**src/shared/c3d_pkg.sv**
```systemverilog
// Package for the channel three clock divider: offsets, fields, resets, carriers
package c3d_pkg;

	// ****************************************
	// Register offsets (byte addresses)
	// ****************************************
	localparam logic [8:0] C3D_OFS_FIRST_LH = 9'h19e;
	localparam logic [8:0] C3D_OFS_PHASE = 9'h19f;
	localparam logic [8:0] C3D_OFS_SECOND_LH = 9'h1a0;
	localparam logic [8:0] C3D_OFS_CTRL = 9'h1a1;
	localparam logic [8:0] C3D_OFS_DCC = 9'h1a2;
	localparam logic [8:0] C3D_OFS_STATUS = 9'h1a3;

	// ****************************************
	// Field positions
	// ****************************************
	localparam int C3D_LOW_LSB = 4;
	localparam int C3D_HIGH_LSB = 0;
	localparam int C3D_PH2_LSB = 4;
	localparam int C3D_PH1_LSB = 0;
	localparam int C3D_FLD_W = 4;
	localparam int C3D_BIT_BYP2 = 5;
	localparam int C3D_BIT_BYP1 = 4;
	localparam int C3D_BIT_NOSYNC = 3;
	localparam int C3D_BIT_FORCE = 2;
	localparam int C3D_BIT_START2 = 1;
	localparam int C3D_BIT_START1 = 0;
	localparam int C3D_BIT_DCC_OFF = 0;

	// ****************************************
	// Reset values
	// ****************************************
	localparam logic [7:0] C3D_RST_FIRST_LH = 8'h00;
	localparam logic [7:0] C3D_RST_PHASE = 8'h00;
	localparam logic [7:0] C3D_RST_SECOND_LH = 8'h00;
	localparam logic [7:0] C3D_RST_CTRL = 8'h00;
	localparam logic [7:0] C3D_RST_DCC = 8'h00;

	// ****************************************
	// Stage phase and settings carrier
	// ****************************************
	typedef enum logic [1:0] {
		C3D_ST_OFF = 2'b00,
		C3D_ST_WAIT = 2'b01,
		C3D_ST_RUN = 2'b10
	} c3d_state_t;

	typedef struct packed {
		logic [3:0] low_cnt;
		logic [3:0] high_cnt;
		logic [3:0] phase;
		logic start_high;
		logic bypass;
		logic balance;
	} c3d_stage_cfg_t;

endpackage

```
**src/hw/c3d_stage.sv**
```systemverilog
// One sub-divider stage of the channel three clock divider
`timescale 1ns/1ns
`default_nettype none
module c3d_stage #(
	parameter int CNT_W = 4
) (
	input wire logic clk_sys, // System clock
	input wire logic rstn, // Synchronous reset, active low
	input wire c3d_pkg::c3d_stage_cfg_t cfg, // Stage settings
	input wire logic restart, // Hold in restart state
	input wire logic in_lvl, // Stage input clock level
	output logic out_lvl, // Stage output level
	output c3d_pkg::c3d_state_t state // Stage phase
);
	import c3d_pkg::*;

	// ****************************************
	// Local state
	// ****************************************
	logic in_q;
	logic rise;
	logic [CNT_W-1:0] cnt_q;
	logic [CNT_W-1:0] wait_q;
	logic [CNT_W-1:0] limit;
	logic [CNT_W:0] ratio;
	c3d_state_t st_q;

	if (CNT_W != C3D_FLD_W) begin : g_chk
		$error("c3d_stage: CNT_W must match the 4-bit count fields");
	end

	// Input edge seen once per input cycle
	assign rise = in_lvl & ~in_q;

	// Level length; balanced split when correction applies to even ratios
	always_comb begin
		ratio = {1'b0, cfg.low_cnt} + {1'b0, cfg.high_cnt} + 5'h02;
		limit = out_lvl ? cfg.high_cnt : cfg.low_cnt;
		if (cfg.balance && !ratio[0]) begin
			limit = ratio[CNT_W:1] - 4'h1;
		end
	end

	// Previous input level
	always_ff @(posedge clk_sys) begin
		if (!rstn) begin
			in_q <= 1'b0;
		end else begin
			in_q <= in_lvl;
		end
	end

	// Counting, phase wait and output level
	always_ff @(posedge clk_sys) begin
		if (!rstn) begin
			st_q <= C3D_ST_WAIT;
			cnt_q <= '0;
			wait_q <= '0;
			out_lvl <= 1'b0;
		end else if (cfg.bypass) begin
			st_q <= C3D_ST_OFF;
			cnt_q <= '0;
			wait_q <= '0;
			out_lvl <= in_lvl;
		end else if (restart || st_q == C3D_ST_OFF) begin
			st_q <= C3D_ST_WAIT;
			cnt_q <= '0;
			wait_q <= cfg.phase;
			out_lvl <= cfg.start_high;
		end else if (rise) begin
			case (st_q)
				C3D_ST_WAIT: begin
					if (wait_q == '0) begin
						st_q <= C3D_ST_RUN;
						cnt_q <= (limit == '0) ? '0 : 4'h1;
						out_lvl <= (limit == '0) ? ~out_lvl : out_lvl;
					end else begin
						wait_q <= wait_q - 4'h1;
					end
				end
				default: begin
					if (cnt_q >= limit) begin
						cnt_q <= '0;
						out_lvl <= ~out_lvl;
					end else begin
						cnt_q <= cnt_q + 4'h1;
					end
				end
			endcase
		end
	end

	assign state = st_q;
endmodule
`default_nettype wire

```
**src/hw/c3d_top.sv**
```systemverilog
// Channel three clock divider: registers, sync handling and two stages
//
// Implementation choice: the plain strobed port.
`timescale 1ns/1ns
`default_nettype none
module c3d_top #(
	parameter int ADDR_W = 9,
	parameter int DATA_W = 8
) (
	input wire logic clk_sys, // System clock, 50 MHz
	input wire logic rstn, // Synchronous reset, active low
	input wire logic [ADDR_W-1:0] reg_addr, // Register address
	input wire logic [DATA_W-1:0] reg_wdata, // Write data
	input wire logic reg_wr, // Write strobe
	input wire logic reg_rd, // Read strobe
	output logic [DATA_W-1:0] reg_rdata, // Read data, cycle after strobe
	input wire logic div_clk_in, // Channel divider input clock level
	input wire logic sync_in, // Chip-level sync, active high
	output logic chan_out // Channel clock output
);
	import c3d_pkg::*;

	// ****************************************
	// Elaboration checks
	// ****************************************
	if (ADDR_W < 9) begin : g_chk_addr
		$error("c3d_top: ADDR_W too narrow for register map");
	end
	if (DATA_W != 8) begin : g_chk_data
		$error("c3d_top: DATA_W must be 8");
	end

	// ****************************************
	// Register storage
	// ****************************************
	logic [7:0] first_lh_q;
	logic [7:0] phase_q;
	logic [7:0] second_lh_q;
	logic [7:0] ctrl_q;
	logic [7:0] dcc_q;

	// ****************************************
	// Decoded controls
	// ****************************************
	logic byp2;
	logic byp1;
	logic nosync;
	logic force_high;
	logic start2;
	logic start1;
	logic duty_correction_disable;

	// ****************************************
	// Stage wiring
	// ****************************************
	c3d_stage_cfg_t cfg1;
	c3d_stage_cfg_t cfg2;
	logic restart;
	logic out1;
	logic out2;
	c3d_state_t st1;
	c3d_state_t st2;
	logic force_now;
	logic [7:0] status;
	logic [7:0] rd_d;

	// ****************************************
	// Register writes
	// ****************************************

	// First stage low/high counts
	always_ff @(posedge clk_sys) begin
		if (!rstn) begin
			first_lh_q <= C3D_RST_FIRST_LH;
		end else if (reg_wr && reg_addr == ADDR_W'(C3D_OFS_FIRST_LH)) begin
			first_lh_q <= reg_wdata;
		end
	end

	// Phase offsets of both stages
	always_ff @(posedge clk_sys) begin
		if (!rstn) begin
			phase_q <= C3D_RST_PHASE;
		end else if (reg_wr && reg_addr == ADDR_W'(C3D_OFS_PHASE)) begin
			phase_q <= reg_wdata;
		end
	end

	// Second stage low/high counts
	always_ff @(posedge clk_sys) begin
		if (!rstn) begin
			second_lh_q <= C3D_RST_SECOND_LH;
		end else if (reg_wr && reg_addr == ADDR_W'(C3D_OFS_SECOND_LH)) begin
			second_lh_q <= reg_wdata;
		end
	end

	// Control bits; the two top bits stay zero
	always_ff @(posedge clk_sys) begin
		if (!rstn) begin
			ctrl_q <= C3D_RST_CTRL;
		end else if (reg_wr && reg_addr == ADDR_W'(C3D_OFS_CTRL)) begin
			ctrl_q <= {2'b00, reg_wdata[5:0]};
		end
	end

	// Duty correction; only bit 0 is kept
	always_ff @(posedge clk_sys) begin
		if (!rstn) begin
			dcc_q <= C3D_RST_DCC;
		end else if (reg_wr && reg_addr == ADDR_W'(C3D_OFS_DCC)) begin
			dcc_q <= {7'h00, reg_wdata[0]};
		end
	end

	// ****************************************
	// Control decode
	// ****************************************

	// Single control bits
	assign byp2 = ctrl_q[C3D_BIT_BYP2];
	assign byp1 = ctrl_q[C3D_BIT_BYP1];
	assign nosync = ctrl_q[C3D_BIT_NOSYNC];
	assign force_high = ctrl_q[C3D_BIT_FORCE];
	assign start2 = ctrl_q[C3D_BIT_START2];
	assign start1 = ctrl_q[C3D_BIT_START1];
	assign duty_correction_disable = dcc_q[C3D_BIT_DCC_OFF];

	// ****************************************
	// Stage settings
	// ****************************************

	// First stage counts, offset, start level and bypass
	always_comb begin
		cfg1.low_cnt = first_lh_q[C3D_LOW_LSB +: C3D_FLD_W];
		cfg1.high_cnt = first_lh_q[C3D_HIGH_LSB +: C3D_FLD_W];
		cfg1.phase = phase_q[C3D_PH1_LSB +: C3D_FLD_W];
		cfg1.start_high = start1;
		cfg1.bypass = byp1;
		cfg1.balance = ~duty_correction_disable;
	end

	// Second stage counts, offset, start level and bypass
	always_comb begin
		cfg2.low_cnt = second_lh_q[C3D_LOW_LSB +: C3D_FLD_W];
		cfg2.high_cnt = second_lh_q[C3D_HIGH_LSB +: C3D_FLD_W];
		cfg2.phase = phase_q[C3D_PH2_LSB +: C3D_FLD_W];
		cfg2.start_high = start2;
		cfg2.bypass = byp2;
		cfg2.balance = ~duty_correction_disable;
	end

	// ****************************************
	// Sync handling
	// ****************************************

	// Sync holds both stages in restart unless ignored
	assign restart = sync_in & ~nosync;

	// Static output only while sync is ignored and asserted
	assign force_now = nosync & sync_in;

	// ****************************************
	// Divider stages
	// ****************************************

	// First stage runs on the channel input clock
	c3d_stage #(
		.CNT_W(C3D_FLD_W)
	) u_first (
		.clk_sys(clk_sys),
		.rstn(rstn),
		.cfg(cfg1),
		.restart(restart),
		.in_lvl(div_clk_in),
		.out_lvl(out1),
		.state(st1)
	);

	// Second stage is clocked by the first stage output
	c3d_stage #(
		.CNT_W(C3D_FLD_W)
	) u_second (
		.clk_sys(clk_sys),
		.rstn(rstn),
		.cfg(cfg2),
		.restart(restart),
		.in_lvl(out1),
		.out_lvl(out2),
		.state(st2)
	);

	// ****************************************
	// Channel output
	// ****************************************

	// Registered output, forced level overrides divided clock
	always_ff @(posedge clk_sys) begin
		if (!rstn) begin
			chan_out <= 1'b0;
		end else if (force_now) begin
			chan_out <= force_high;
		end else begin
			chan_out <= out2;
		end
	end

	// ****************************************
	// Status and read-back
	// ****************************************

	// Live view of both stages and the sync path
	assign status = {
		force_now,
		restart,
		st2 == C3D_ST_RUN,
		st1 == C3D_ST_RUN,
		st2 == C3D_ST_OFF,
		st1 == C3D_ST_OFF,
		out2,
		out1
	};

	// Read data selection; unmapped reads return zero
	always_comb begin
		rd_d = 8'h00;
		if (reg_addr == ADDR_W'(C3D_OFS_FIRST_LH)) begin
			rd_d = first_lh_q;
		end else if (reg_addr == ADDR_W'(C3D_OFS_PHASE)) begin
			rd_d = phase_q;
		end else if (reg_addr == ADDR_W'(C3D_OFS_SECOND_LH)) begin
			rd_d = second_lh_q;
		end else if (reg_addr == ADDR_W'(C3D_OFS_CTRL)) begin
			rd_d = ctrl_q;
		end else if (reg_addr == ADDR_W'(C3D_OFS_DCC)) begin
			rd_d = dcc_q;
		end else if (reg_addr == ADDR_W'(C3D_OFS_STATUS)) begin
			rd_d = status;
		end
	end

	// Read data stands one cycle after the strobe, zero otherwise
	always_ff @(posedge clk_sys) begin
		if (!rstn) begin
			reg_rdata <= 8'h00;
		end else if (reg_rd) begin
			reg_rdata <= rd_d;
		end else begin
			reg_rdata <= 8'h00;
		end
	end
endmodule
`default_nettype wire

```
**config.mk**
```make
export PLATFORM = sky130hd
export DESIGN_NAME = c3d_top
export DESIGN_NICKNAME = d
export VERILOG_FILES = /design/src/shared/c3d_pkg.sv /design/src/hw/c3d_stage.sv /design/src/hw/c3d_top.sv
export SDC_FILE = /design/constraint.sdc
export NUM_CORES = 1
export LEC_CHECK = 0
export BUFFER_PORTS_ARGS = -buffer_cell sky130_fd_sc_hd__buf_2
export CAP_MARGIN = 5
export CORE_UTILIZATION = 45
export CTS_CLUSTER_DIAMETER = 100
export DETAILED_ROUTE_END_ITERATION = 12
export REMOVE_ABC_BUFFERS = 1
export SYNTH_ARGS = -nofsm -noshare
export SYNTH_HDL_FRONTEND = slang
export SYNTH_HIERARCHICAL = 1
export SYNTH_SLANG_ARGS = --single-unit
```
**constraint.sdc**
```tcl
create_clock -name clk_sys -period 4.6 [get_ports clk_sys]
set_clock_uncertainty 0.05 [all_clocks]
set_input_delay 0 -clock clk_sys [delete_from_list [all_inputs] [get_ports clk_sys]]
set_output_delay 0 -clock clk_sys [all_outputs]
set_load 0.02 [all_outputs]
```
# Yosys cells after proc, flatten, opt, wreduce, memory -nomap -nowiden
# Cells that the tools add are included.
[word_totals] ff_bits=64 in_bits=23 out_inout_bits=9
[op_classes] add_sub_neg=10 magnitude_cmp=2 eq_ne=18 muxes=51 bitwise=11 n_reduce_logical=44
[ops] op="4-bit 2-to-1 mux" n=18
[ops] op="9-bit == test (second input constant)" n=6
[ops] op="8-bit 2-to-1 mux" n=6
[ops] op="1-bit 2-to-1 mux" n=27
[ops] op="3-bit AND reduction" n=6
[ops] op="3-bit nonzero test" n=6
[ops] op="4-bit zero test" n=4
[ops] op="4-bit by 2-bit != test with 1-bit output (second input constant)" n=4
[ops] op="4-bit by 1-bit subtractor with 4-bit output (second input constant)" n=4
[ops] op="4-bit by 4-bit adder with 5-bit output" n=2
[ops] op="5-bit by 2-bit adder with 5-bit output (second input constant)" n=2
[ops] op="4-bit by 1-bit adder with 4-bit output (second input constant)" n=2
[ops] op="4-bit greater-or-equal comparator" n=2
[ops] op="2-bit by 1-bit != test with 1-bit output (second input constant)" n=4
[ops] op="4-bit AND reduction" n=2
[ops] op="2-bit nonzero test" n=4
[ops] op="4-bit nonzero test" n=2
[ops] op="1-bit logical AND" n=7
[ops] op="1-bit NOT" n=7
[ops] op="2-bit AND reduction" n=3
[ops] op="3-bit OR reduction" n=2
[ops] op="1-bit bitwise AND" n=4
[ops] op="2-bit by 1-bit == test with 1-bit output (second input constant)" n=2
[ops] op="2-bit == test (second input constant)" n=2
[ops] op="4 further kinds" n=8

# Logic depth before layout (Yosys ltp)
# Gate-level depths: netlist of run 1.
[depth] ltp_word=12 depth_mapped=16 mapped_depth_nobuf=16

# By module
# Netlist of run 1, hierarchy kept.
[modules_own_cells] module="c3d_stage" n_inst=2 cells_per_inst=123 area_per_inst_um2=1051.0 seq_area_each_um2=240.2
[modules_own_cells] module="c3d_top" n_inst=1 cells_per_inst=198 area_per_inst_um2=1759.2 seq_area_each_um2=800.8

# Worst setup path before layout of run 1
# OpenSTA, ideal clock, no wires.
[synth_path] path_type="reg2reg" start="register second_lh_q[1]" end="register u_second.out_lvl" arrival_ps=2897 t_required_ps=4478 setup_slack_ps=1582 path_stages_with_launch=17 n_path_buf=0 period_less_slack_ps=3018 cell_sequence="dfxtp_1 -> inv_1 -> ha_1 -> inv_1 -> ha_1 -> inv_1 -> fa_1 -> xor2_1 -> nand3_1 -> xor3_1 -> a21oi_1 -> ha_1 -> o21ai_0 -> o211ai_1 -> nand2_1 -> a22oi_2 -> mux2i_1"
[synth_between] elab_chain_cells=7 elab_cells_between_ends=10
[synth_rtl] element="start, declared" line="c3d_top.sv:38" text="logic [7:0] second_lh_q;"
[synth_rtl] element="start signal, assigned" line="c3d_top.sv:94" text="second_lh_q <= reg_wdata;"
[synth_rtl] element="4-bit by 4-bit adder with 5-bit output" line="c3d_stage.sv:37" text="ratio = {1'b0, cfg.low_cnt} + {1'b0, cfg.high_cnt} + 5'h02;"
[synth_rtl] element="5-bit by 2-bit adder with 5-bit output" line="c3d_stage.sv:37"
[synth_rtl] element="4-bit by 1-bit subtractor with 4-bit output" line="c3d_stage.sv:40" text="limit = ratio[CNT_W:1] - 4'h1;"
[synth_rtl] element="4-bit 2-to-1 mux *" line="c3d_stage.sv:39" text="if (cfg.balance && !ratio[0]) begin"
[synth_rtl] element="4-bit greater-or-equal comparator / 4-bit zero test (equally long branches)" line="c3d_stage.sv:82, c3d_stage.sv:76"
[synth_rtl] element="4-bit nonzero test (no source line) / 4-bit by 2-bit != test with 1-bit output (equally long branches)"
[synth_rtl] element="4-bit AND reduction (no source line) *"
[synth_rtl] element="end signal, assigned" line="c3d_stage.sv:64" text="out_lvl <= in_lvl;"
[synth_rtl] element="end signal, assigned" line="c3d_stage.sv:76" text="out_lvl <= (limit == '0) ? ~out_lvl : out_lvl;"
[synth_rtl] element="end signal, assigned" line="c3d_stage.sv:84" text="out_lvl <= ~out_lvl;"
[synth_rtl] element="end, declared" line="c3d_stage.sv:12" text="output logic out_lvl,"
# Every way passes the cells marked *; elsewhere a longest branch is shown, timed or not.
# A chain may end at the register's enable or synchronous reset.

# Worst setup path after layout of run 1
[layout_path] start="register first_lh_q[1]" end="register u_first.out_lvl"
[layout_between] elab_chain_cells=7 elab_cells_between_ends=10
[layout_rtl] element="start, declared" line="c3d_top.sv:36" text="logic [7:0] first_lh_q;"
[layout_rtl] element="start signal, assigned" line="c3d_top.sv:76" text="first_lh_q <= reg_wdata;"
[layout_rtl] element="4-bit by 4-bit adder with 5-bit output" line="c3d_stage.sv:37"
[layout_rtl] element="5-bit by 2-bit adder with 5-bit output" line="c3d_stage.sv:37"
[layout_rtl] element="4-bit by 1-bit subtractor with 4-bit output" line="c3d_stage.sv:40"
[layout_rtl] element="4-bit 2-to-1 mux *" line="c3d_stage.sv:39"
[layout_rtl] element="4-bit greater-or-equal comparator / 4-bit zero test (equally long branches)" line="c3d_stage.sv:82, c3d_stage.sv:76"
[layout_rtl] element="4-bit nonzero test (no source line) / 4-bit by 2-bit != test with 1-bit output (equally long branches)"
[layout_rtl] element="4-bit AND reduction (no source line) *"
[layout_rtl] element="end signal, assigned" line="c3d_stage.sv:64"
[layout_rtl] element="end signal, assigned" line="c3d_stage.sv:76"
[layout_rtl] element="end signal, assigned" line="c3d_stage.sv:84"
[layout_rtl] element="end, declared" line="c3d_stage.sv:12"
# Marks and branches as above.

==> run summary, run 1 <==
Status = finished clean
GR Overflow Total = 0
Actual slew at the worst max-slew pin = 0.682 ns
Placed cell count = 564
Pint = 0.000866 W
Proportion of layout cells with a drive suffix above 1 = 13.3%
MaxCap Viol Count = 0
Switch share = 26.1%
IO Pins = 32
Met1 WL = 4120 um
Metal3 WL = 308 um
Top_reg_cell synth = dfxtp_1
P&R area growth vs syn = 14.0%
R2r setup slk = 1.32 ns
Synth Cell Area = 3860 um^2
CTS clock-pin slew for the worst setup and hold paths = 0.07 ns
WL/cell = 15.0 um
Worst path arrival time = 3.50 ns
Met2 wire len = 4300 um
Simple-gate share of the synthesized area = 23.8%
Worst relative slew slack = 54.4%
Core area = 8260 um^2
Layout Cells excl Fill = 594
Antenna-violating nets left = 0
IO buf count = 31
Post-synth EDFFs = 0
Largest family of logic cells by synthesized area = simple AND/OR/NAND/NOR gates
Top cell type by total area after synthesis = dfxtp_1
Critical path startpoint = first_lh_q[1]
Fin. max-slew vios = 0
Mux contribution to synthesized area = 7.32%
Syn Inst Count = 444
Minimum clock period = 3.28 ns
Top cell type's share of synthesized area = 33.2%
Final Wtd Congestion = 0.817
Detailed-route vias per instance = 5.40
Endpoint type of the worst setup path = register
Highest metal used = met4
Drt first-iter violations = 129
Worst setup path class = reg2reg
# setup viols final = 0
Critical R2R Launch = first_lh_q[1]
Clk pwr share = 40.1%
Final period utilization = 71.4%
Diodes inserted = 0
Vias = 3208
Initial Utilization = 46.8%
CTS max path bufs = 2
CTS tree = done
H-tree depth = 3
DIE AREA = 8950 um^2
Synth cell count leaders = dfxtp_1 (64), nand2_1 (44), o21ai_0 (40)
HP Class = in2reg
RR Endpoint = u_first/out_lvl
Pwr/cell area = 267 nW/um^2
Critical Path Source Type = register
Cts bufs inserted = 9
# Post-CTS Setup Buffers = 0
Switching Power = 0.000307 W
Library cells used by synthesis = 53
Synth async-reset ratio = 0%
Logic pwr share = 10.7%
Part of the power in registers = 49.2%
Post-Synth Adder-Cell Area = 10.1%
Clock latency on the worst-skew pair = 0.34 ns
CP endpoint = u_first/out_lvl
Die H = 94.6 um
Final hold violation count = 0
Initial antenna violation count = 0
Largest net degree at the start of global routing = 33
Row count = 33
Fin util = 53.3%
Die width = 94.6 um
RSZ-0062 raised after global routing = false
Synth Area in Compound Gates = 16.0%
Top cells by area, synth = dfxtp_1 (33%), ha_1 (9.1%), mux2i_1 (6.7%)
Overall routed net length = 8940 um
Synth Area in XOR/XNOR = 4.73%
Seq cells post-synth = 64
Residual DRC = 0
Avg Inst Size Synth = 8.70 um^2
Sequential area share after synthesis = 33.2%
Achievable Freq = 0.304 GHz
CTS Root Cell = clkbuf_8
Ys Warns = 6
Worst vdd ir = 0.140 mV
Setup TNS Final = 0 ns
Count leader, synth = dfxtp_1
Crit Path Max Fanout = 4
Drt first pass iters = 4
Total global-route track usage = 22.1%
First-pass GRT wire length = 14800 um
Sink Count = 64
Critical Path RT = 4.82 ns
Post-layout nets = 537
Worst reg-to-reg path cell count = 16
Leakage = 1.77 nW
Final HPWL DP = 6780 um
Number of global-route vias before repair = 3097
## worst min path at each step
stage,cells past startpoint,start,endpoint
after global routing,4,reg_addr[4],reg_rdata[3]
after floorplan,1,rstn,u_first/state[0]
final,4,reg_addr[3],reg_rdata[3]
after detailed placement,2,div_clk_in,u_first/in_q
after CTS,4,reg_addr[3],reg_rdata[3]
after global placement,2,div_clk_in,u_first/in_q
## repair_timing
item,CTS,global route
resized for setup,0,0
hold buffers,14,0
hold endpoints to repair,29,0
## through the flow
step,setup slack (ns),hold slack (ns),total power [W],area [um^2]
2_1_floorplan,1.58,0.0300,0.000661,3780
3_3_place_gp,1.44,0.192,0.000704,4070
3_5_place_dp,1.32,0.198,0.000706,4070
4_1_cts,1.30,0.00539,0.00119,4400
6_report,1.32,0.0228,0.00117,4400
5_1_grt,1.08,0.0167,0.00123,4400
## worst max-delay path, cell delays in order, from the launching register on
cell and delay (ns):
dfxtp_1 0.38, inv_1 0.06, ha_1 0.28, inv_1 0.06, ha_1 0.16, inv_1 0.05, fa_1 0.41, xor2_1 0.15
nand3_1 0.11, xor3_1 0.38, a21oi_1 0.16, ha_1 0.13, o21ai_0 0.07, o211ai_1 0.20, nand2_1 0.13, a22oi_2 0.23
mux2i_1 0.20
## per-layer routing
layer  track usage (%)  vias up
met2              35.7       57
met3              4.35       12
met4              11.9        0
li1                  -     1653
met5                 0        -
met1              27.5     1486
## kinds of logic after synthesis
| group | count (synthesis) |
|---|---|
| AO/OA/AOI/OAI | 97 |
| XOR/XNOR | 14 |
| adder cells (fa/ha/maj) | 30 |
| buffers and inverters | 44 |
| flip-flops | 64 |
| multiplexers | 27 |
| AND/OR/NAND/NOR | 168 |
## final cells by class
type,instances,area [um^2]
clock buffers,11,131
clock inverters,5,57.6
fillers,778,3860
inverters,27,101
multi-input cells,336,2390
flip-flops and latches,64,1280
well taps,105,131
repair buffers,46,303
## layout by cell type (no fill, tap or decap), types with 4 or more instances in the layout
master / netlist / routed
a211o_1: 4 / 4
a211oi_1: 8 / 8
a21oi_1: 19 / 19
and2_1: 4 / 4
buf_2: 7 / 31
clkbuf_8: 0 / 9
dfxtp_1: 64 / 64
dlygate4sd3_1: 0 / 14
ha_1: 28 / 28
inv_1: 26 / 26
mux2i_1: 26 / 26
nand2_1: 44 / 44
nand2b_1: 11 / 11
nand3_1: 36 / 36
nand4_1: 4 / 4
nor2_1: 29 / 29
nor2b_1: 10 / 10
nor3_1: 6 / 6
nor3b_1: 4 / 4
o211ai_1: 4 / 4
o21ai_0: 40 / 40
xor2_1: 8 / 8
xor3_1: 4 / 4
## power groups by stage
stage	Clock, W	Sequential [W]	Combinational (W)
floorplan	0	0.000586	0.0000748
global placement	0	0.000589	0.000115
detailed placement	0	0.000589	0.000117
CTS	0.000482	0.000576	0.000126
global route	0.000511	0.000578	0.000140
finish	0.000471	0.000577	0.000126
## sequential cells by signal (all words and copies together), names as in the netlist
name              cells
ctrl_q                6
u_second/state        2
chan_out              1
second_lh_q           8
phase_q               8
u_second/out_lvl      1
u_first/wait_q        4
u_second/wait_q       4
u_first/out_lvl       1
u_second/cnt_q        4
u_first/state         2
u_second/in_q         1
u_first/cnt_q         4
dcc_q                 1
u_first/in_q          1
reg_rdata             8
first_lh_q            8
No activity file was read; power rests on OpenSTA's default activity.
==> inputs of run 2 (changes only) <==
--- a/config.mk
+++ b/config.mk
@@ -5,6 +5,7 @@
 export SDC_FILE = /design/constraint.sdc
 export NUM_CORES = 1
 export LEC_CHECK = 0
+export ABC_AREA = 1
 export BUFFER_PORTS_ARGS = -buffer_cell sky130_fd_sc_hd__buf_2
 export CAP_MARGIN = 5
 export CORE_UTILIZATION = 45
==> constraint.sdc (replaced) <==
create_clock -name clk_sys -period 3.2 [get_ports clk_sys]
set_clock_uncertainty 0.05 [all_clocks]
set_input_delay 0 -clock clk_sys [delete_from_list [all_inputs] [get_ports clk_sys]]
set_output_delay 0 -clock clk_sys [all_outputs]
set_load 0.02 [all_outputs]
==> run 2 against run 1 <==
The flow now finishes with violations (DRC). Cell area grew 11%. Via count grew 22%. Sequential cell count is the same. First-iteration DRC count grew 52%. Register-to-register slack lost 1.2 ns. Largest power group unchanged. Global-route usage grew 0.71 points. Routed wire length grew 19%.
==> run summary, run 2 <==
Syn Inst Count = 595 (+34%)
RSZ-0062 raised after global routing = false
Pint = 0.00141 W (+62%)
Pwr/cell area = 393 nW/um^2 (+48%)
Seq cells post-synth = 64 (unchanged)
Switch share = 26.8% (+0.65 points)
Critical R2R Launch = first_lh_q[5]
CTS Root Cell = clkbuf_8
HP Class = in2reg
IO Pins = 32 (unchanged)
Part of the power in registers = 44.6% (-4.6 points)
Drt first-iter violations = 196 (+52%)
Die H = 97.8 um (+3.4%)
Critical Path RT = 3.38 ns (-1.44 ns)
Top cell type's share of synthesized area = 31.0% (-2.2 points)
Status = finished with violations
RR Endpoint = u_first/out_lvl
GR Overflow Total = 0 (unchanged)
Synth async-reset ratio = 0% (unchanged)
Sink Count = 64 (unchanged)
Worst vdd ir = 0.194 mV (+39%)
Row count = 34 (+3.0%)
Top_reg_cell synth = dfxtp_1
Setup TNS Final = 0 ns (unchanged)
Crit Path Max Fanout = 4 (unchanged)
Library cells used by synthesis = 39 (-26%)
MaxCap Viol Count = 0 (unchanged)
Actual slew at the worst max-slew pin = 0.970 ns (+0.289 ns)
WL/cell = 14.0 um (-6.6%)
Proportion of layout cells with a drive suffix above 1 = 22.5% (+9.2 points)
Synth cell count leaders = inv_1 (93), nand2_1 (73), dfxtp_1 (64)
Worst reg-to-reg path cell count = 20 (+4)
Post-layout nets = 699 (+30%)
Final Wtd Congestion = 0.883 (+8.1%)
Commonest non-fill, non-tap cells in the layout = inv_1 (83), nand2_1 (69), dfxtp_1 (60)
Initial Utilization = 46.9% (+0.16 points)
Leakage = 2.28 nW (+28%)
Avg Inst Size Synth = 6.94 um^2 (-20%)
Initial antenna violation count = 0 (unchanged)
CTS tree = done
Hold Path Depth = 5 (+1)
Clock latency on the worst-skew pair = 0.33 ns (about the same)
Drt first pass iters = 9 (+5)
Worst path arrival time = 3.22 ns (-0.28 ns)
Count leader, synth = inv_1
Worst relative slew slack = 35.1% (-19 points)
Top cells by area, synth = dfxtp_1 (31%), ha_1 (8.5%), inv_1 (8.4%)
H-tree depth = 3 (unchanged)
Fill cells = 864 (+11%)
Detailed-route vias per instance = 5.16 (-4.5%)
P&R area growth vs syn = 18.3%
CTS clock-pin slew for the worst setup and hold paths = 0.07 ns (about the same)
DIE AREA = 9570 um^2 (+6.8%)
CTS max path bufs = 2 (unchanged)
Critical Path Source Type = register
R2r setup slk = 0.16 ns (-1.15 ns)
Diodes inserted = 0 (unchanged)
Achievable Freq = 0.329 GHz (+8.1%)
First-pass GRT wire length = 17300 um (+16%)
Top cell type by total area after synthesis = dfxtp_1
Endpoint type of the worst setup path = register
Worst Hold End = reg_rdata[2]
Placed Area = 4380 um^2 (+7.7%)
Logic pwr share = 14.8% (+4.1 points)
Largest net degree at the start of global routing = 34 (+3.0%)
# setup viols final = 0 (unchanged)
Vias = 3910 (+22%)
Hold Path Origin = reg_rd
Sequential area share after synthesis = 31.0% (-2.2 points)
Final hold violation count = 0 (unchanged)
Final standard cell area without fillers = 4890 um^2 (+11%)
Switching Power = 0.000515 W (+68%)
Ys Warns = 6 (unchanged)
Core area = 8810 um^2 (+6.6%)
Minimum clock period = 3.04 ns (-0.246 ns)
Total global-route track usage = 22.8% (+0.71 points)
Antenna-violating nets left = 0 (unchanged)
Worst setup path class = reg2reg
Failing checks = DRC
Most common library cell in the layout ignoring fill and taps = inv_1
Clk pwr share = 40.6% (+0.5 points)
Fin. max-slew vios = 0 (unchanged)
Residual DRC = 2 (+2)
Post-synth EDFFs = 0 (unchanged)
Final HPWL DP = 8010 um (+18%)
Synth Cell Area = 4130 um^2 (+7.0%)
Number of global-route vias before repair = 3534 (+14%)
Overall routed net length = 10600 um (+19%)
Final period utilization = 95.0% (+24 points)
Cts bufs inserted = 9 (unchanged)
Die width = 97.8 um (+3.4%)
IO buf count = 31 (unchanged)
## run 2: cell types whose count changed after synthesis, moves of 22 or more
cell,delta
a21oi_1,+41
inv_1,+67
mux2i_1,-26
nor2_1,+22
nand2_1,+29
inv_2,+24
## run 2: cell families after synthesis
group / synth area share (%)
buf+inv: 12.8
xor+xnor: 1.27
compound gates: 19.3
flops: 31.0
simple gates: 26.2
fa+ha+maj: 9.45
## run 2: routing by layer
layer | share of wire, % | GRT usage, % | vias up | wire length, um
met1 | 50 | 32.7 | 1766 | 5360
met4 | 0.90 | 6.64 | 0 | 96
met5 | 0 | 0 | - | 0
met3 | 3.7 | 2.58 | 9 | 391
li1 | - | - | 2060 | -
met2 | 45 | 36.1 | 75 | 4800
## run 2: how the worst max path moves through the flow
| stage | from | endpoint | cells past startpoint |
|---|---|---|---|
| global placement | first_lh_q[5] | u_first/out_lvl | 20 |
| CTS | first_lh_q[5] | u_first/out_lvl | 20 |
| floorplan | first_lh_q[5] | u_first/out_lvl | 20 |
| global route | first_lh_q[5] | u_first/out_lvl | 20 |
| detailed placement | first_lh_q[5] | u_first/out_lvl | 22 |
| finish | first_lh_q[5] | u_first/out_lvl | 20 |
## run 2: power by group through the flow
| stage | sequential (W) | clock, W | combinational, W |
|---|---|---|---|
| 6_report | 0.000857 | 0.000780 | 0.000284 |
| 4_1_cts | 0.000856 | 0.000796 | 0.000275 |
| 3_3_place_gp | 0.000874 | 0 | 0.000260 |
| 3_5_place_dp | 0.000874 | 0 | 0.000264 |
| 5_1_grt | 0.000862 | 0.000826 | 0.000324 |
| 2_1_floorplan | 0.000865 | 0 | 0.000195 |
## run 2: area by class of cell
class | count | area (um^2) | share of cell area, %
multi-input cells | 401 | 2470 | 50.6
flip-flops and latches | 64 | 1290 | 26.3
inverters | 124 | 477 | 9.76
repair buffers | 46 | 295 | 6.04
clock buffers | 12 | 155 | 3.18
well taps | 108 | 135 | 2.77
clock inverters | 3 | 65.1 | 1.33
## run 2: per-stage QoR
| stage | hold WS (ns) | util [%] | total power [W] | instances | setup WS [ns] |
|---|---|---|---|---|---|
| floorplan | 0.0435 | - | 0.00106 | 589 | 0.302 |
| global placement | 0.157 | 49.8 | 0.00113 | 730 | 0.157 |
| detailed placement | 0.163 | 49.8 | 0.00114 | 730 | 0.0923 |
| CTS | 0.0476 | 53.5 | 0.00193 | 756 | 0.0817 |
| global route | 0.101 | 55.5 | 0.00201 | 758 | 0.000891 |
| finish | 0.0517 | 55.5 | 0.00192 | 758 | 0.161 |
## run 2: critical path, cell delays in order, from the launching register on
cell	delay (ns)
dfxtp_2	0.37
inv_2	0.05
ha_4	0.23
inv_2	0.07
ha_4	0.15
inv_2	0.04
fa_2	0.61
ha_4	0.21
nand2_1	0.07
nand2_2	0.07
ha_1	0.27
o21ai_1	0.09
a21oi_2	0.07
o21ai_1	0.17
nand2_1	0.08
nand2_2	0.09
inv_4	0.05
nand2_4	0.07
nand3_2	0.05
nand2_1	0.05
nor2_1	0.05
## run 2: timing repair
| action | CTS | global route |
|---|---|---|
| setup endpoints to repair | 0 | 9 |
| resized for setup | 0 | 40 |
| hold buffers | 11 | 0 |
| hold endpoints to repair | 34 | 0 |
| setup buffers | 0 | 2 |
==> inputs of run 3 (changes only) <==
--- a/config.mk
+++ b/config.mk
@@ -8,9 +8,12 @@
 export ABC_AREA = 1
 export BUFFER_PORTS_ARGS = -buffer_cell sky130_fd_sc_hd__buf_2
 export CAP_MARGIN = 5
-export CORE_UTILIZATION = 45
+export CELL_PAD_IN_SITES_DETAIL_PLACEMENT = 2
+export CELL_PAD_IN_SITES_GLOBAL_PLACEMENT = 2
+export CORE_UTILIZATION = 34
 export CTS_CLUSTER_DIAMETER = 100
 export DETAILED_ROUTE_END_ITERATION = 12
+export PLACE_DENSITY_LB_ADDON = 0.1
 export REMOVE_ABC_BUFFERS = 1
 export SYNTH_ARGS = -nofsm -noshare
 export SYNTH_HDL_FRONTEND = slang
==> run 3 against run 2 <==
The flow still finishes with violations (DRC). Sequential share of layout area fell by 1.1 points. Hold slack improved by 0.055 ns. First-iteration DRC count fell by 39%. Global-route usage rose by 1.6 points. Utilization fell by 11 points. Critical path depth did not move. Critical path type unchanged. Largest cell class unchanged.
==> run summary, run 3 (synthesis results as in run 2) <==
Overall routed net length = 15100 um (+42%)
Final WS setup = 0.0508 ns (-0.111 ns)
Critical path startpoint = second_lh_q[1]
Final Wtd Congestion = 0.830 (-6.0%)
Worst vdd ir = 0.260 mV (+34%)
Met1 WL = 6980 um (+30%)
Final HPWL DP = 11100 um (+38%)
Largest net degree at the start of global routing = 22 (-35%)
Initial Utilization = 35.6% (-11 points)
DIE AREA = 12600 um^2 (+32%)
Fin. max-slew vios = 0 (unchanged)
Actual slew at the worst max-slew pin = 0.711 ns (-0.260 ns)
Slowest stage cell, crit path = fa_2
Drt first-iter violations = 120 (-39%)
Commonest non-fill, non-tap cells in the layout = inv_1 (83), nand2_1 (68), dfxtp_1 (60)
CTS tree = done
Hold Slack = 0.107 ns (+0.0552 ns)
Diodes inserted = 0 (unchanged)
Final hold violation count = 0 (unchanged)
Switching Power = 0.000619 W (+20%)
First-pass GRT wire length = 23700 um (+37%)
GR Overflow Total = 0 (unchanged)
Worst path arrival time = 3.35 ns (+0.13 ns)
Sink Count = 64 (unchanged)
Final period utilization = 98.4% (+3.5 points)
Clock latency on the worst-skew pair = 0.33 ns (about the same)
Pint = 0.00148 W (+5.3%)
Die width = 112 um (+15%)
Critical path's largest stage delay = 0.62 ns (about the same)
Placed cell count = 767 (+5.1%)
HP Class = in2reg
Metal3 WL = 302 um (-23%)
Most common library cell in the layout ignoring fill and taps = inv_1
Worst setup path class = reg2reg
Row count = 39 (+15%)
Highest metal used = met4
Antenna-violating nets left = 0 (unchanged)
Crit-path cells = inv_1, ha_4, inv_1, ha_2, inv_2, fa_2, ha_4, nand2_1, nand2_2, ha_4, o21ai_2, a21oi_2, o21ai_2, nand2_1, nand2_2, inv_4, nand2_4, nand3_2, nand2_1, nor2_1
Pre-CTS WS = -0.0253 ns (-0.118 ns)
Cts bufs inserted = 9 (unchanged)
Die H = 112 um (+15%)
CP top delay family = adder cells
CTS Root Cell = clkbuf_16
Number of global-route vias before repair = 4530 (+28%)
Residual DRC = 1 (-1)
Hold Path Origin = reg_addr[5]
R2r setup slk = 0.05 ns (-0.11 ns)
IO buf count = 31 (unchanged)
Worst Path Buf+Inv = 4 (unchanged)
Critical Path RT = 3.40 ns (+0.02 ns)
IO Pins = 32 (unchanged)
Core area = 11600 um^2 (+32%)
Fill cells = 1383 (+60%)
Switch share = 29.5% (+2.7 points)
Part of the power in registers = 41.0% (-3.6 points)
WL/cell = 18.8 um (+34%)
Vias = 4272 (+9.3%)
Detailed-route vias per instance = 5.31 (+3.0%)
P&R area growth vs syn = 23.8%
Pwr/cell area = 411 nW/um^2 (+4.5%)
Achievable Freq = 0.318 GHz (-3.5%)
Clk pwr share = 43.6% (+3.0 points)
Leakage = 2.34 nW (+2.9%)
Critical Path Source Type = register
Critical R2R Launch = second_lh_q[1]
Logic pwr share = 15.4% (+0.6 points)
Endpoint type of the worst setup path = register
Proportion of layout cells with a drive suffix above 1 = 24.8% (+2.3 points)
Failing checks = DRC
Total global-route track usage = 24.4% (+1.6 points)
Post-layout nets = 709 (+1.4%)
# setup viols final = 0 (unchanged)
Worst relative slew slack = 52.3% (+17 points)
Minimum clock period = 3.15 ns (+0.111 ns)
H-tree depth = 3 (unchanged)
CTS max path bufs = 2 (unchanged)
Status = finished with violations
Drt first pass iters = 8 (-1)
MaxCap Viol Count = 0 (unchanged)
Crit Path Max Fanout = 4 (unchanged)
CTS clock-pin slew for the worst setup and hold paths = 0.06 ns (about the same)
Initial antenna violation count = 0 (unchanged)
Layout Cells excl Fill = 804 (+6.1%)
Met2 wire len = 7620 um (+59%)
-- run 3: cell count changes in the layout (fill, tap and decap cells not counted), moves of 3 or more --
cell | before | now
o21ai_2 | 1 | 5
clkinvlp_4 | 0 | 3
clkbuf_16 | 0 | 9
buf_4 | 4 | 12
clkbuf_8 | 11 | 1
o21ai_1 | 13 | 9
-- run 3: through the flow --
step	power, W	setup TNS, ns	utilization [%]	area, um^2
finish	0.00210	0	44.0	5110
global route	0.00219	-0.152	44.0	5110
detailed placement	0.00116	-0.0253	38.2	4440
global placement	0.00115	0	38.2	4440
floorplan	0.00106	0	-	4080
CTS	0.00210	0	41.8	4850
-- run 3: routing by layer --
metal,up-vias,track usage [%]
li1,2079,-
met1,2115,31.6
met2,62,42.4
met3,16,3.89
met4,0,5.51
met5,-,0
-- run 3: cell type report --
cell class	count	area, um^2	area share [%]
repair buffers	56	375	7.34
multi-input cells	401	2520	49.2
clock inverters	5	32.5	0.636
flip-flops and latches	64	1290	25.2
well taps	143	179	3.50
inverters	124	479	9.37
clock buffers	11	243	4.75
-- run 3: power groups by stage --
stage	combinational (W)	sequential [W]	clock, W
2_1_floorplan	0.000195	0.000865	0
3_3_place_gp	0.000271	0.000876	0
3_5_place_dp	0.000285	0.000877	0
4_1_cts	0.000305	0.000861	0.000938
5_1_grt	0.000360	0.000864	0.000966
6_report	0.000323	0.000861	0.000916
-- run 3: final timing paths --
| check | to | cells past startpoint |
|---|---|---|
| max | u_second/out_lvl | 20 |
| min | dcc_q[0] | 5 |
| max reg2reg | u_second/out_lvl | 20 |
| min reg2reg | u_first/wait_q[2] | 2 |
-- run 3: timing repair --
item / 4_1_cts / 5_1_grt
setup buffers: 0 / 8
resized for setup: 2 / 49
setup endpoints to repair: 1 / 10
hold buffers: 13 / 0
hold endpoints to repair: 32 / 0
pin swaps: 0 / 20
gates cloned: 0 / 0
-- run 3: worst reg2reg max path, delay by kind of cell, from the launching register on --
family | cells | cell delay [ns]
adders and majority gates | 5 | 1.52
and+or+nand+nor | 8 | 0.67
DFF | 1 | 0.32
buffers and inverters | 4 | 0.25
AOI/OAI and AO/OA | 3 | 0.25
